[config.mk]
export PLATFORM = sky130hd
export DESIGN_NAME = modbus_switch_and_type_packing
export DESIGN_NICKNAME = d
export VERILOG_FILES = /design/src/common/modbus_switch_pkg.sv /design/src/core/modbus_switch_and_type_packing.sv /design/src/core/reset_release.sv /design/src/core/type_word_packer.sv
export SDC_FILE = /design/constraint.sdc
export NUM_CORES = 1
export LEC_CHECK = 0
export BUFFER_PORTS_ARGS = -buffer_cell sky130_fd_sc_hd__clkbuf_2
export CAP_MARGIN = 20
export CORE_AREA = 2 2 158 160
export DETAILED_ROUTE_END_ITERATION = 6
export DIE_AREA = 0 0 160 162
export MAX_ROUTING_LAYER = met4
export PLACE_DENSITY = 0.58
export SYNTH_ARGS = -nofsm -noshare
export SYNTH_HDL_FRONTEND = slang
export SYNTH_SLANG_ARGS = --single-unit
[constraint.sdc]
create_clock -name core_clk -period 4.3 [get_ports core_clk]
set_input_delay 0.645 -clock core_clk [delete_from_list [all_inputs] [get_ports core_clk]]
set_output_delay 0.645 -clock core_clk [all_outputs]
set_load 0.005 [all_outputs]
[src/common/modbus_switch_pkg.sv]
// shared constants, types and register map of the remote switch and packing block
// assumes one 100 MHz core clock and a frame handler that presents one register at a time
package modbus_switch_pkg;

    // ------------------------------------------------------------
    // widths
    // ------------------------------------------------------------
    localparam int REG_W = 16;
    localparam int BYTE_W = 8;
    localparam int OBJ_BYTES = 32;
    localparam int STATUS_W = 32;

    // ------------------------------------------------------------
    // register numbers and bus addresses
    // ------------------------------------------------------------
    localparam logic [15:0] NUM_TO_ADDR = 16'h0001;
    localparam logic [15:0] SWITCH_ONE_NUM = 16'hb501;
    localparam logic [15:0] SWITCH_TWO_NUM = 16'hb502;
    localparam logic [15:0] SWITCH_ONE_ADDR = SWITCH_ONE_NUM - NUM_TO_ADDR;
    localparam logic [15:0] SWITCH_TWO_ADDR = SWITCH_TWO_NUM - NUM_TO_ADDR;
    localparam logic [15:0] SWITCH_RESET = 16'h0000;

    // ------------------------------------------------------------
    // function codes that may write the switch registers
    // ------------------------------------------------------------
    localparam logic [7:0] FUNC_WRITE_SINGLE = 8'h06;
    localparam logic [7:0] FUNC_WRITE_MULTI = 8'h10;

    // ------------------------------------------------------------
    // packing figures
    // ------------------------------------------------------------
    localparam logic [5:0] REGS_ONE = 6'h01;
    localparam logic [5:0] REGS_TWO = 6'h02;
    localparam logic [5:0] REGS_SHORT = 6'h08;
    localparam logic [5:0] REGS_LONG = 6'h10;
    localparam logic [5:0] DATE_TIME_BYTES = 6'h03;
    localparam logic [5:0] SHORT_BYTES = 6'h10;
    localparam logic [5:0] LONG_BYTES = 6'h20;
    localparam logic [7:0] BYTE_ZERO = 8'h00;

    // ------------------------------------------------------------
    // object data types
    // ------------------------------------------------------------
    typedef enum logic [3:0] {
        SIGNED_BYTE_TYPE = 4'h0,
        UNSIGNED_BYTE_TYPE = 4'h1,
        BIT_BYTE_TYPE = 4'h2,
        CHAR_TYPE = 4'h3,
        LIST_TYPE = 4'h4,
        WORD16_TYPE = 4'h5,
        WORD32_TYPE = 4'h6,
        SHORT_TEXT_TYPE = 4'h7,
        LONG_TEXT_TYPE = 4'h8,
        DATE_TYPE = 4'h9,
        TIME_TYPE = 4'ha,
        DOMAIN_TYPE = 4'hb,
        STRING_TYPE = 4'hc
    } obj_type_t;

    // one register access from the frame handler
    typedef struct packed {
        logic wrEn;
        logic rdEn;
        logic [7:0] func;
        logic [15:0] addr;
        logic [15:0] wrData;
    } reg_req_t;

    // answer to one register access
    typedef struct packed {
        logic done;
        logic refused;
        logic [15:0] rdData;
    } reg_rsp_t;

    // one word request of a packed object
    typedef struct packed {
        logic req;
        obj_type_t objType;
        logic [5:0] objLen;
        logic [4:0] wordIdx;
        logic [OBJ_BYTES-1:0][7:0] objBytes;
    } obj_req_t;

    // one packed word
    typedef struct packed {
        logic valid;
        logic inRange;
        logic [5:0] regCount;
        logic [15:0] word;
    } obj_rsp_t;

    // whole state of the top module
    typedef struct packed {
        logic [15:0] switchOne;
        logic [15:0] switchTwo;
        logic changed;
        reg_rsp_t regRsp;
        obj_rsp_t objRsp;
    } core_state_t;

endpackage

[src/core/modbus_switch_and_type_packing.sv]
// top of the remote switch registers and typed object packing
// assumes a frame handler on core_clk presents one register access at a time
//
// Contract
// - two switch registers, writable anytime by function 6 or 16.
// - every switch bit is one of 32 binary statuses for logical outputs.
// - switch writes need no password unless a general write password applies.
// - two read-back values mirror the switches at family-dependent read addresses.
// - first word bit 0 is status 1; second word bit 0 is status 17.
// - signed byte sits low, high byte is its sign extension.
// - unsigned, bit, char and list bytes sit low with zero high.
// - 16-bit objects: bits 15-8 high byte, bits 7-0 low byte.
// - 32-bit objects use two registers, upper half first.
// - short text: eight registers, fifteen chars, terminated, high byte first.
// - long text: sixteen registers, thirty-one chars, same packing.
// - date: day high, month low; then year high, zero low; all bcd.
// - time: hour high, minute low; then second high, zero low; bcd.
// - byte array two per register, even high; odd length ends zero low.
// - general string length comes from its definition, 8-bit language coding.
`timescale 1ns/100ps
`default_nettype none
module modbus_switch_and_type_packing #(
    // read-back addresses vary by family; neutral defaults
    parameter logic [15:0] BACKREAD_ONE_ADDR = 16'h0100,
    parameter logic [15:0] BACKREAD_TWO_ADDR = 16'h0101
) (
    // clock and reset
    input wire logic core_clk,
    input wire logic reset_n,
    // register access from the frame handler
    input wire modbus_switch_pkg::reg_req_t regReq,
    output modbus_switch_pkg::reg_rsp_t regRsp,
    // general write password state
    input wire logic writePasswordOn,
    input wire logic writePasswordOk,
    // binary statuses for the logical binary outputs
    output logic [31:0] remoteSwitchStatusBits,
    output logic remoteSwitchChanged,
    // typed object packing
    input wire modbus_switch_pkg::obj_req_t objReq,
    output modbus_switch_pkg::obj_rsp_t objRsp
);
    // --------------------------------------------------------
    // address decoding helpers
    // --------------------------------------------------------

    // write target; the master already subtracted one from the number
    function automatic logic isSwitchAddr(input logic [15:0] addr);
        return (addr == modbus_switch_pkg::SWITCH_ONE_ADDR) ||
               (addr == modbus_switch_pkg::SWITCH_TWO_ADDR);
    endfunction

    function automatic logic isBackreadAddr(input logic [15:0] addr);
        return (addr == BACKREAD_ONE_ADDR) || (addr == BACKREAD_TWO_ADDR);
    endfunction

    function automatic logic isWriteFunc(input logic [7:0] func);
        return (func == modbus_switch_pkg::FUNC_WRITE_SINGLE) ||
               (func == modbus_switch_pkg::FUNC_WRITE_MULTI);
    endfunction

    // --------------------------------------------------------
    // reset release
    // --------------------------------------------------------
    logic syncReset_n;

    reset_release u_reset_release (
        .core_clk(core_clk),
        .reset_n(reset_n),
        .syncReset_n(syncReset_n)
    );

    // --------------------------------------------------------
    // object packer
    // --------------------------------------------------------
    logic [15:0] packWord;
    logic [5:0] packCount;
    logic packInRange;

    type_word_packer u_type_word_packer (
        .objReq(objReq),
        .word(packWord),
        .regCount(packCount),
        .inRange(packInRange)
    );

    // --------------------------------------------------------
    // state
    // --------------------------------------------------------
    modbus_switch_pkg::core_state_t state_ff;
    modbus_switch_pkg::core_state_t nxt_state;

    logic writeAllowed;
    logic wrHitOne;
    logic wrHitTwo;
    logic [15:0] rdWord;
    logic rdHit;

    // password gate: open unless a general write password is on and not given
    assign writeAllowed = !writePasswordOn || writePasswordOk;

    // write targets
    assign wrHitOne = (regReq.addr == modbus_switch_pkg::SWITCH_ONE_ADDR);
    assign wrHitTwo = (regReq.addr == modbus_switch_pkg::SWITCH_TWO_ADDR);

    // read-back mux; write addresses are write only and refuse reads
    always_comb begin
        rdWord = 16'h0000;
        rdHit = isBackreadAddr(regReq.addr);
        if (regReq.addr == BACKREAD_ONE_ADDR) begin
            rdWord = state_ff.switchOne;
        end else if (regReq.addr == BACKREAD_TWO_ADDR) begin
            rdWord = state_ff.switchTwo;
        end
    end

    // --------------------------------------------------------
    // next state
    // --------------------------------------------------------
    always_comb begin
        nxt_state = state_ff;
        // answer and change flags are one-cycle pulses
        nxt_state.regRsp.done = 1'b0;
        nxt_state.regRsp.refused = 1'b0;
        nxt_state.changed = 1'b0;
        nxt_state.objRsp.valid = 1'b0;

        if (regReq.wrEn) begin
            nxt_state.regRsp.done = 1'b1;
            nxt_state.regRsp.rdData = 16'h0000;
            // any time, by either write function, if the password gate is open
            if (isSwitchAddr(regReq.addr) && isWriteFunc(regReq.func) &&
                writeAllowed) begin
                if (wrHitOne) begin
                    nxt_state.switchOne = regReq.wrData;
                    nxt_state.changed = (regReq.wrData != state_ff.switchOne);
                end
                if (wrHitTwo) begin
                    nxt_state.switchTwo = regReq.wrData;
                    nxt_state.changed = (regReq.wrData != state_ff.switchTwo);
                end
            end else begin
                // unmapped, wrong function or password closed: value kept
                nxt_state.regRsp.refused = 1'b1;
            end
        end else if (regReq.rdEn) begin
            nxt_state.regRsp.done = 1'b1;
            nxt_state.regRsp.rdData = rdWord;
            nxt_state.regRsp.refused = !rdHit;
        end
        // with no accepted write the switch words simply hold

        // packed word of a typed object, registered for a clean output
        if (objReq.req) begin
            nxt_state.objRsp.valid = 1'b1;
            nxt_state.objRsp.inRange = packInRange;
            nxt_state.objRsp.regCount = packCount;
            // words past the object's length read as zero
            nxt_state.objRsp.word = packInRange ? packWord : 16'h0000;
        end
    end

    // --------------------------------------------------------
    // state register
    // --------------------------------------------------------
    always_ff @(posedge core_clk or negedge syncReset_n) begin
        if (!syncReset_n) begin
            state_ff <= '0;
            state_ff.switchOne <= modbus_switch_pkg::SWITCH_RESET;
            state_ff.switchTwo <= modbus_switch_pkg::SWITCH_RESET;
        end else begin
            state_ff <= nxt_state;
        end
    end

    // --------------------------------------------------------
    // outputs, all straight from the state register
    // --------------------------------------------------------
    // status 1 is bit 0 of word one, status 17 is bit 0 of word two
    assign remoteSwitchStatusBits = {state_ff.switchTwo, state_ff.switchOne};
    assign remoteSwitchChanged = state_ff.changed;
    assign regRsp = state_ff.regRsp;
    assign objRsp = state_ff.objRsp;
endmodule
`default_nettype wire

[src/core/reset_release.sv]
// reset release: asserts at once, releases after two core clock edges
// assumes reset_n is asynchronous to core_clk
`timescale 1ns/100ps
`default_nettype none
module reset_release (
    // clock and raw reset
    input wire logic core_clk,
    input wire logic reset_n,
    // released copy
    output logic syncReset_n
);
    logic [1:0] stage_ff;

    // --------------------------------------------------------
    // two stage release keeps release off the clock edge hazard
    // --------------------------------------------------------
    always_ff @(posedge core_clk or negedge reset_n) begin
        if (!reset_n) begin
            stage_ff <= 2'b00;
        end else begin
            stage_ff <= {stage_ff[0], 1'b1};
        end
    end

    assign syncReset_n = stage_ff[1];
endmodule
`default_nettype wire

[src/core/type_word_packer.sv]
// combinational packer: one 16-bit register word of a typed object
// assumes numeric values sit little endian in objBytes, streams in index order
`timescale 1ns/100ps
`default_nettype none
module type_word_packer (
    // object in
    input wire modbus_switch_pkg::obj_req_t objReq,
    // word out
    output logic [15:0] word,
    output logic [5:0] regCount,
    output logic inRange
);
    // byte of a stream, zero past its length or on the terminator slot
    function automatic logic [7:0] streamByte(input modbus_switch_pkg::obj_req_t r,
                                              input logic [5:0] idx,
                                              input logic [5:0] nBytes,
                                              input logic forceTerm);
        logic [7:0] b;
        b = r.objBytes[idx[4:0]];
        if (idx >= nBytes) begin
            b = modbus_switch_pkg::BYTE_ZERO;
        end else if (forceTerm && (idx == nBytes - 6'h01)) begin
            b = modbus_switch_pkg::BYTE_ZERO;
        end
        return b;
    endfunction

    logic [5:0] hiIdx;
    logic [5:0] loIdx;
    logic [5:0] nBytes;
    logic isStream;
    logic isText;

    // --------------------------------------------------------
    // per type layout
    // --------------------------------------------------------
    always_comb begin
        hiIdx = {objReq.wordIdx, 1'b0};
        loIdx = {objReq.wordIdx, 1'b1};
        nBytes = objReq.objLen;
        isStream = 1'b0;
        isText = 1'b0;
        word = 16'h0000;
        regCount = modbus_switch_pkg::REGS_ONE;
        case (objReq.objType)
            modbus_switch_pkg::SIGNED_BYTE_TYPE: begin
                word = {{8{objReq.objBytes[0][7]}}, objReq.objBytes[0]};
            end
            modbus_switch_pkg::UNSIGNED_BYTE_TYPE, modbus_switch_pkg::BIT_BYTE_TYPE,
            modbus_switch_pkg::CHAR_TYPE, modbus_switch_pkg::LIST_TYPE: begin
                word = {modbus_switch_pkg::BYTE_ZERO, objReq.objBytes[0]};
            end
            modbus_switch_pkg::WORD16_TYPE: begin
                word = {objReq.objBytes[1], objReq.objBytes[0]};
            end
            modbus_switch_pkg::WORD32_TYPE: begin
                regCount = modbus_switch_pkg::REGS_TWO;
                // most significant half goes first
                word = (objReq.wordIdx == 5'h00) ?
                       {objReq.objBytes[3], objReq.objBytes[2]} :
                       {objReq.objBytes[1], objReq.objBytes[0]};
            end
            modbus_switch_pkg::SHORT_TEXT_TYPE: begin
                regCount = modbus_switch_pkg::REGS_SHORT;
                nBytes = modbus_switch_pkg::SHORT_BYTES;
                isStream = 1'b1;
                isText = 1'b1;
            end
            modbus_switch_pkg::LONG_TEXT_TYPE: begin
                regCount = modbus_switch_pkg::REGS_LONG;
                nBytes = modbus_switch_pkg::LONG_BYTES;
                isStream = 1'b1;
                isText = 1'b1;
            end
            modbus_switch_pkg::DATE_TYPE, modbus_switch_pkg::TIME_TYPE: begin
                // day/month/year or hour/minute/second as three bcd bytes
                regCount = modbus_switch_pkg::REGS_TWO;
                nBytes = modbus_switch_pkg::DATE_TIME_BYTES;
                isStream = 1'b1;
            end
            modbus_switch_pkg::DOMAIN_TYPE: begin
                regCount = 6'((objReq.objLen + 6'h01) >> 1);
                isStream = 1'b1;
            end
            modbus_switch_pkg::STRING_TYPE: begin
                // length given as a register count by the object's definition
                regCount = objReq.objLen;
                nBytes = 6'(objReq.objLen << 1);
                isStream = 1'b1;
            end
            default: begin
                word = 16'h0000;
            end
        endcase
        if (isStream) begin
            word = {streamByte(objReq, hiIdx, nBytes, isText),
                    streamByte(objReq, loIdx, nBytes, isText)};
        end
        inRange = ({1'b0, objReq.wordIdx} < regCount);
    end
endmodule
`default_nettype wire

==> results of run 1 <==
-- where the power goes --
group | switching, uW | internal, uW | leakage [uW]
registers | 21.2 | 752 | 0.00104
logic | 351 | 333 | 0.00349
clock network | 318 | 446 | 0.000138
-- path summary, 6_finish.rpt --
| kind | start | to | slack (ns) | depth (start not counted) |
|---|---|---|---|---|
| max in group asynchronous | u_reset_release.stage_ff[1] | remoteSwitchStatusBits[4] | 3.47 | 1 |
| min in group core_clk | u_reset_release.stage_ff[0] | u_reset_release.stage_ff[1] | 0.35 | 0 |
| min reg2reg | u_reset_release.stage_ff[1] | objRsp[23] | 0.25 | 0 |
| max reg2reg | remoteSwitchStatusBits[7] | remoteSwitchChanged | 2.68 | 5 |
| min | reset_n | u_reset_release.stage_ff[1] | 0.08 | 1 |
| max | objReq[261] | objRsp[4] | 0.86 | 14 |
-- area by class of cell --
class	instances	area, um2	area share
antenna	1	2.50	0.000265
clock buffer	9	225	0.0238
clock inverter	6	63.8	0.00675
inverter	21	78.8	0.00834
multi-input combinational	528	4660	0.493
sequential	77	1930	0.204
tap	324	405	0.0429
timing repair buffer	406	2090	0.221
-- registers in the layout, summed over array words and instances, names as in the netlist --
signal / cells
remoteSwitchStatusBits: 32
regRsp: 18
u_reset_release.stage_ff: 2
objRsp: 24
remoteSwitchChanged: 1
-- per-stage QoR --
stage          utilization  cell area, um2
5_1_grt              0.392            9450
3_3_place_gp         0.379            9130
4_1_cts              0.391            9420
6_report             0.392            9450
2_1_floorplan            -            6910
3_5_place_dp         0.379            9130
-- cells by family after synthesis --
group,synth area share
AO/OA/AOI/OAI,0.155
XOR/XNOR,0.0482
adder cells (fa/ha/maj),0.0210
buffers and inverters,0.0473
flip-flops,0.279
multiplexers,0.304
other,0.000543
AND/OR/NAND/NOR,0.146
-- layout by cell type (no fill, tap or decap), types with 18 or more instances in the layout --
master / Yosys / final
o21ai_0: 18 / 18
nand2_1: 75 / 75
xnor2_1: 20 / 20
nor2b_1: 26 / 26
nor2_1: 33 / 33
clkbuf_2: 0 / 390
mux4_2: 63 / 63
xor2_1: 18 / 18
mux2_2: 44 / 44
a21oi_1: 37 / 37
dfrtp_1: 77 / 76
inv_1: 19 / 19
-- layer usage --
metal	vias up	GRT usage
li1	3342	-
met1	3557	0.267
met2	324	0.428
met3	39	0.0424
met4	0	0.0651
met5	-	-
==> flow_summary.json, run 1 <==
{
  "routed_wl_um": 30300,
  "coreArea_um2": 24100,
  "path_buf_inv": 1,
  "grt_usage": 0.236,
  "ys_top_cells_by_count": "77 x dfrtp_1, 75 x nand2_1, 63 x mux4_2, 44 x mux2_2, 37 x a21oi_1",
  "hpwl_um": 25400,
  "dp.cells": 1355,
  "crit_path_max_incr_delay_ns": 0.54,
  "p_total_uw": 2220,
  "cap_violations": 0,
  "nets": 1372,
  "clock_latency_ns": 0.35,
  "ys_warn_count": 0,
  "max_freq_mhz": 291,
  "final.setup.worst_slack_ns": 0.860,
  "ioPinCount": 393,
  "hold_violations": 0,
  "rows": 57,
  "path_class": "input port to flip-flop",
  "cp.required_ns": 4.55,
  "skew_ns": 0.00715,
  "path_clk_slew_ns": 0.07,
  "powerDensity_nw_per_um2": 235,
  "clock_path_buffers": 2,
  "synth_top_flop_cell": "dfrtp_1",
  "vias_per_cell": 5.29,
  "finalMaxSlewViolations": 0,
  "path_cells": "clkbuf_2 > ha_1 > xnor2_1 > a21oi_1 > nor2_1 > o32ai_1 > a21boi_0 > ha_1 > o21ai_0 > a21oi_1 > o41ai_2 > a21o_1 > or3b_1 > o31ai_1",
  "area.growth.synth_to_final_pct": 36.8,
  "io_buffers": 392,
  "setup_viol_count_final": 0,
  "firstDrtPassIters": 5,
  "dieHeight_um": 162,
  "synth_most_common_cell": "dfrtp_1",
  "critPathCaptureType": "flip-flop",
  "synth_edf_count": 0,
  "vias": 7262,
  "pre_cts_ws_ns": 0.537,
  "arrival_ns": 3.69,
  "crit_family": "compound AO/OA/AOI/OAI gates",
  "grt_pass1_wl_um": 44900,
  "die_area_um2": 25900,
  "htreeDepth": 3,
  "critical_path.max_fanout": 12,
  "startpoint_type": "input port",
  "max-vdd-ir-drop_mv": 0.177,
  "rsz0062_at_grt": "false",
  "cts_buffers": 9,
  "route.detailed.drc": 0,
  "syn_area_per_cell_um2": 10.2,
  "wl_per_cell_um": 22.1,
  "ys_ff_latch": 77,
  "maxUsedRoutingLayer": "met4",
  "met3_length_um": 1870,
  "syn_nets": 1005,
  "async_reset_ff_frac": 1.00,
  "worst_pin_slew_ns": 0.804,
  "outcome": "finished clean",
  "drive_gt1_frac": 0.515,
  "drt-met1-wl_um": 11500,
  "cts_tree": "built",
  "cts_resized": 0,
  "cellLeakagePower_uw": 0.00467,
  "netlist.top_cell.by_area": "dfrtp_1",
  "ys_types": 67,
  "netlist.area_leader.share": 0.279,
  "cts.sinks": 77,
  "ys_seq_area_frac": 0.279,
  "post_cts_buffers": 0,
  "die_x_um": 160,
  "hold_path.class": "input port to async pin",
  "holdWs_ns": 0.0781,
  "period_needed_ns": 3.44,
  "start_util": 0.287,
  "grt_overflow": 0,
  "fin_crit_sh": 0.800,
  "grt_pass1_vias": 7517,
  "ant_nets": 0,
  "netlist_area_um2": 6910,
  "grt_max_degree": 76,
  "worst_path_max_delay_cell": "or3b_1",
  "yosys-top-cells-area": "dfrtp_1 28%, mux4_2 21%, mux2_2 7.2%, nand2_1 4.1%, a21oi_1 2.7%",
  "route.met2.wl_um": 16200,
  "routabilityCongestion": 0.921,
  "max-slew-margin-rel": 0.464,
  "cts_root_buf": "clkbuf_16",
  "hold_buffers": 0,
  "postSynthCellCount": 676,
  "num-fill-cells": 2551,
  "fin_cells": 1372,
  "tns_ns": 0,
  "antenna_found_initial": 2,
  "drt_iter0_markers": 570
}
(Power assumes the default switching activity.)
==> inputs of run 2 (changes only) <==
- ABC_AREA: default -> 1
- CORE_AREA: 2 2 158 160 -> 2 2 163 165
- DIE_AREA: 0 0 160 162 -> 0 0 165 167
- PLACE_DENSITY: 0.58 -> 0.57
- clock period: 4.3 -> 3.4 ns (I/O delays scaled with it)
==> run 2 against run 1 <==
Power rose by 32%. Clock-buffer cell count is the same. Global-route usage is 1.4 points higher. Routed wire length up 13%. Area after synthesis rose by 6.1%. Critical endpoint is now objRsp[11]. Largest power group is now clock.
==> flow_summary.json, run 2 <==
{
  "outcome": "finished clean",
  "drive_gt1_frac": 0.306,
  "cts_buffers": 9,
  "ys_warn_count": 0,
  "ys_ff_latch": 77,
  "p_total_uw": 2930,
  "cts.sinks": 77,
  "grt_max_degree": 84,
  "critical_path.max_fanout": 13,
  "async_reset_ff_frac": 1.00,
  "p_sw_frac": 0.330,
  "fin_crit_sh": 0.802,
  "htreeDepth": 3,
  "netlist.area_leader.share": 0.263,
  "period_needed_ns": 2.73,
  "skew_ns": 0.00937,
  "arrival_ns": 3.01,
  "hpwl_um": 28100,
  "firstDrtPassIters": 5,
  "vias": 9607,
  "netlist.top_cell.by_area": "dfrtp_1",
  "cts_resized": 0,
  "tns_ns": 0,
  "die_x_um": 165,
  "start_util": 0.285,
  "powerDensity_nw_per_um2": 293,
  "nets": 1884,
  "cap_violations": 0,
  "hold_buffers": 1,
  "grt_pass1_wl_um": 51700,
  "seqPwrFrac": 0.330,
  "area.growth.synth_to_final_pct": 36.7,
  "path_clk_slew_ns": 0.07,
  "worst_pin_slew_ns": 0.804,
  "cts_tree": "built",
  "postSynthCellCount": 1191,
  "startpoint_type": "input port",
  "drt_iter0_markers": 540,
  "largest_register_ffs": 32,
  "synth_most_common_cell": "nand2_1",
  "finalMaxSlewViolations": 0,
  "power.share.combinational": 0.312,
  "path_class": "input port to flip-flop",
  "max_freq_mhz": 367,
  "power_switching_uw": 969,
  "synth_top_flop_cell": "dfrtp_1",
  "rows": 59,
  "layout_common_cells": "402 x nand2_1, 391 x clkbuf_2, 121 x nand3_1",
  "wl_per_cell_um": 18.0,
  "clock_path_buffers": 2,
  "io_buffers": 392,
  "design_area_um2": 10000,
  "hold_violations": 0,
  "holdWs_ns": 0.145,
  "post_cts_buffers": 0,
  "yosys-top-cells-area": "dfrtp_1 26%, nand2_1 21%, nand3_1 8.3%, a21oi_1 5.7%, o21ai_0 5.3%",
  "grt_usage": 0.250,
  "hold_path.class": "flip-flop to async pin",
  "netlist_area_um2": 7330,
  "critPathCaptureType": "flip-flop",
  "routed_wl_um": 34200,
  "final.setup.worst_slack_ns": 0.674,
  "pre_cts_ws_ns": 0.347,
  "ioPinCount": 393,
  "dieHeight_um": 167,
  "max-slew-margin-rel": 0.460,
  "max-vdd-ir-drop_mv": 0.202,
  "coreArea_um2": 25800,
  "clock_power_share": 0.358,
  "antenna_found_initial": 2,
  "rsz0062_at_grt": "false",
  "ant_nets": 0,
  "syn_nets": 1520,
  "ys_types": 53,
  "clock_latency_ns": 0.35,
  "intPower_uw": 1960,
  "grt_overflow": 0,
  "syn_area_per_cell_um2": 6.16,
  "num-fill-cells": 2916,
  "grt_pass1_vias": 9294,
  "setup_viol_count_final": 0,
  "cp.required_ns": 3.69,
  "dpl-instance-area_um2": 9660,
  "ys_seq_area_frac": 0.263,
  "synth_edf_count": 0,
  "final_common_cell": "nand2_1",
  "r2r_slack_ns": 1.87,
  "cts_root_buf": "clkbuf_16",
  "routabilityCongestion": 0.928,
  "die_area_um2": 27600,
  "cellLeakagePower_uw": 0.00545,
  "route.detailed.drc": 0,
  "vias_per_cell": 5.06,
  "ys_top_cells_by_count": "402 x nand2_1, 121 x nand3_1, 84 x a21oi_1, 81 x inv_1, 78 x o21ai_0"
}
-- run 2: changes by cell type in the layout (fill, tap and decap cells not counted), moves of 44 or more --
| cell | previous run | this run |
|---|---|---|
| nand3_1 | 14 | 121 |
| inv_1 | 19 | 80 |
| mux4_2 | 63 | 0 |
| nand2_1 | 75 | 402 |
| o21ai_0 | 18 | 78 |
| mux2_2 | 44 | 0 |
| a21oi_1 | 37 | 84 |
-- run 2: layout make-up --
class / instances / area, um2 / share of cell area
timing repair buffer: 424 / 2260 / 0.226
tap: 335 / 419 / 0.0418
clock inverter: 7 / 97.6 / 0.00974
clock buffer: 9 / 225 / 0.0225
sequential: 77 / 1930 / 0.193
antenna: 2 / 5.00 / 0.000499
multi-input combinational: 953 / 4740 / 0.473
inverter: 90 / 340 / 0.0340
-- run 2: metrics by stage --
step | util | instances
2_1_floorplan | - | 1191
3_3_place_gp | 0.375 | 1877
3_5_place_dp | 0.375 | 1877
4_1_cts | 0.388 | 1894
5_1_grt | 0.389 | 1897
6_report | 0.389 | 1897
-- run 2: cell families (layout without fill, tap and decap cells) --
family | Yosys count | in the layout | synth area share
and+or+nand+nor | 665 | 665 | 0.393
AOI/OAI and AO/OA | 249 | 249 | 0.200
buffers and inverters | 161 | 530 | 0.0909
DFF | 77 | 77 | 0.263
xor gates and xnor gates | 23 | 23 | 0.0275
adders and majority gates | 11 | 11 | 0.0198
muxes | 4 | 4 | 0.00546
other | 1 | 3 | 0.000511
-- run 2: path summary, 6_finish.rpt --
| kind | start | endpoint | depth (start not counted) |
|---|---|---|---|
| max in group asynchronous | u_reset_release.stage_ff[1] | regRsp[3] | 1 |
| min in group core_clk | objReq[271] | objRsp[23] | 1 |
| worst max-delay path | objReq[268] | objRsp[11] | 14 |
| worst min register to register | u_reset_release.stage_ff[1] | remoteSwitchStatusBits[26] | 0 |
| worst min-delay path | u_reset_release.stage_ff[1] | remoteSwitchStatusBits[26] | 0 |
| worst max register to register | remoteSwitchStatusBits[13] | remoteSwitchChanged | 6 |
-- run 2: worst max-delay path: stages --
cell and delay [ns]:
clkbuf_2 0.12, nand2_1 0.10, inv_1 0.07, nand2_1 0.35, nand2_1 0.15, a31oi_1 0.22
ha_1 0.28, a21oi_1 0.14, o21ai_0 0.10, inv_1 0.05, nand3_1 0.41, inv_1 0.30
nand3_1 0.12, nand2_1 0.07
-- run 2: routing by layer --
| metal | track usage | routed length (um) | part of all wire | vias to the layer above |
|---|---|---|---|---|
| met2 | 0.403 | 16100 | 0.47 | 358 |
| met5 | - | 0 | 0 | - |
| met3 | 0.0463 | 2300 | 0.067 | 56 |
| met4 | 0.0605 | 707 | 0.021 | 0 |
| met1 | 0.323 | 15100 | 0.44 | 4462 |
| li1 | - | - | - | 4731 |
-- run 2: power by group through the flow --
stage               Combinational [uW]  Clock [uW]  Sequential, uW
floorplan                          470           0             993
global placement                   891           0            1000
detailed placement                 893           0            1000
CTS                                899        1070             985
global route                      1020        1110             972
finish                             915        1050             968
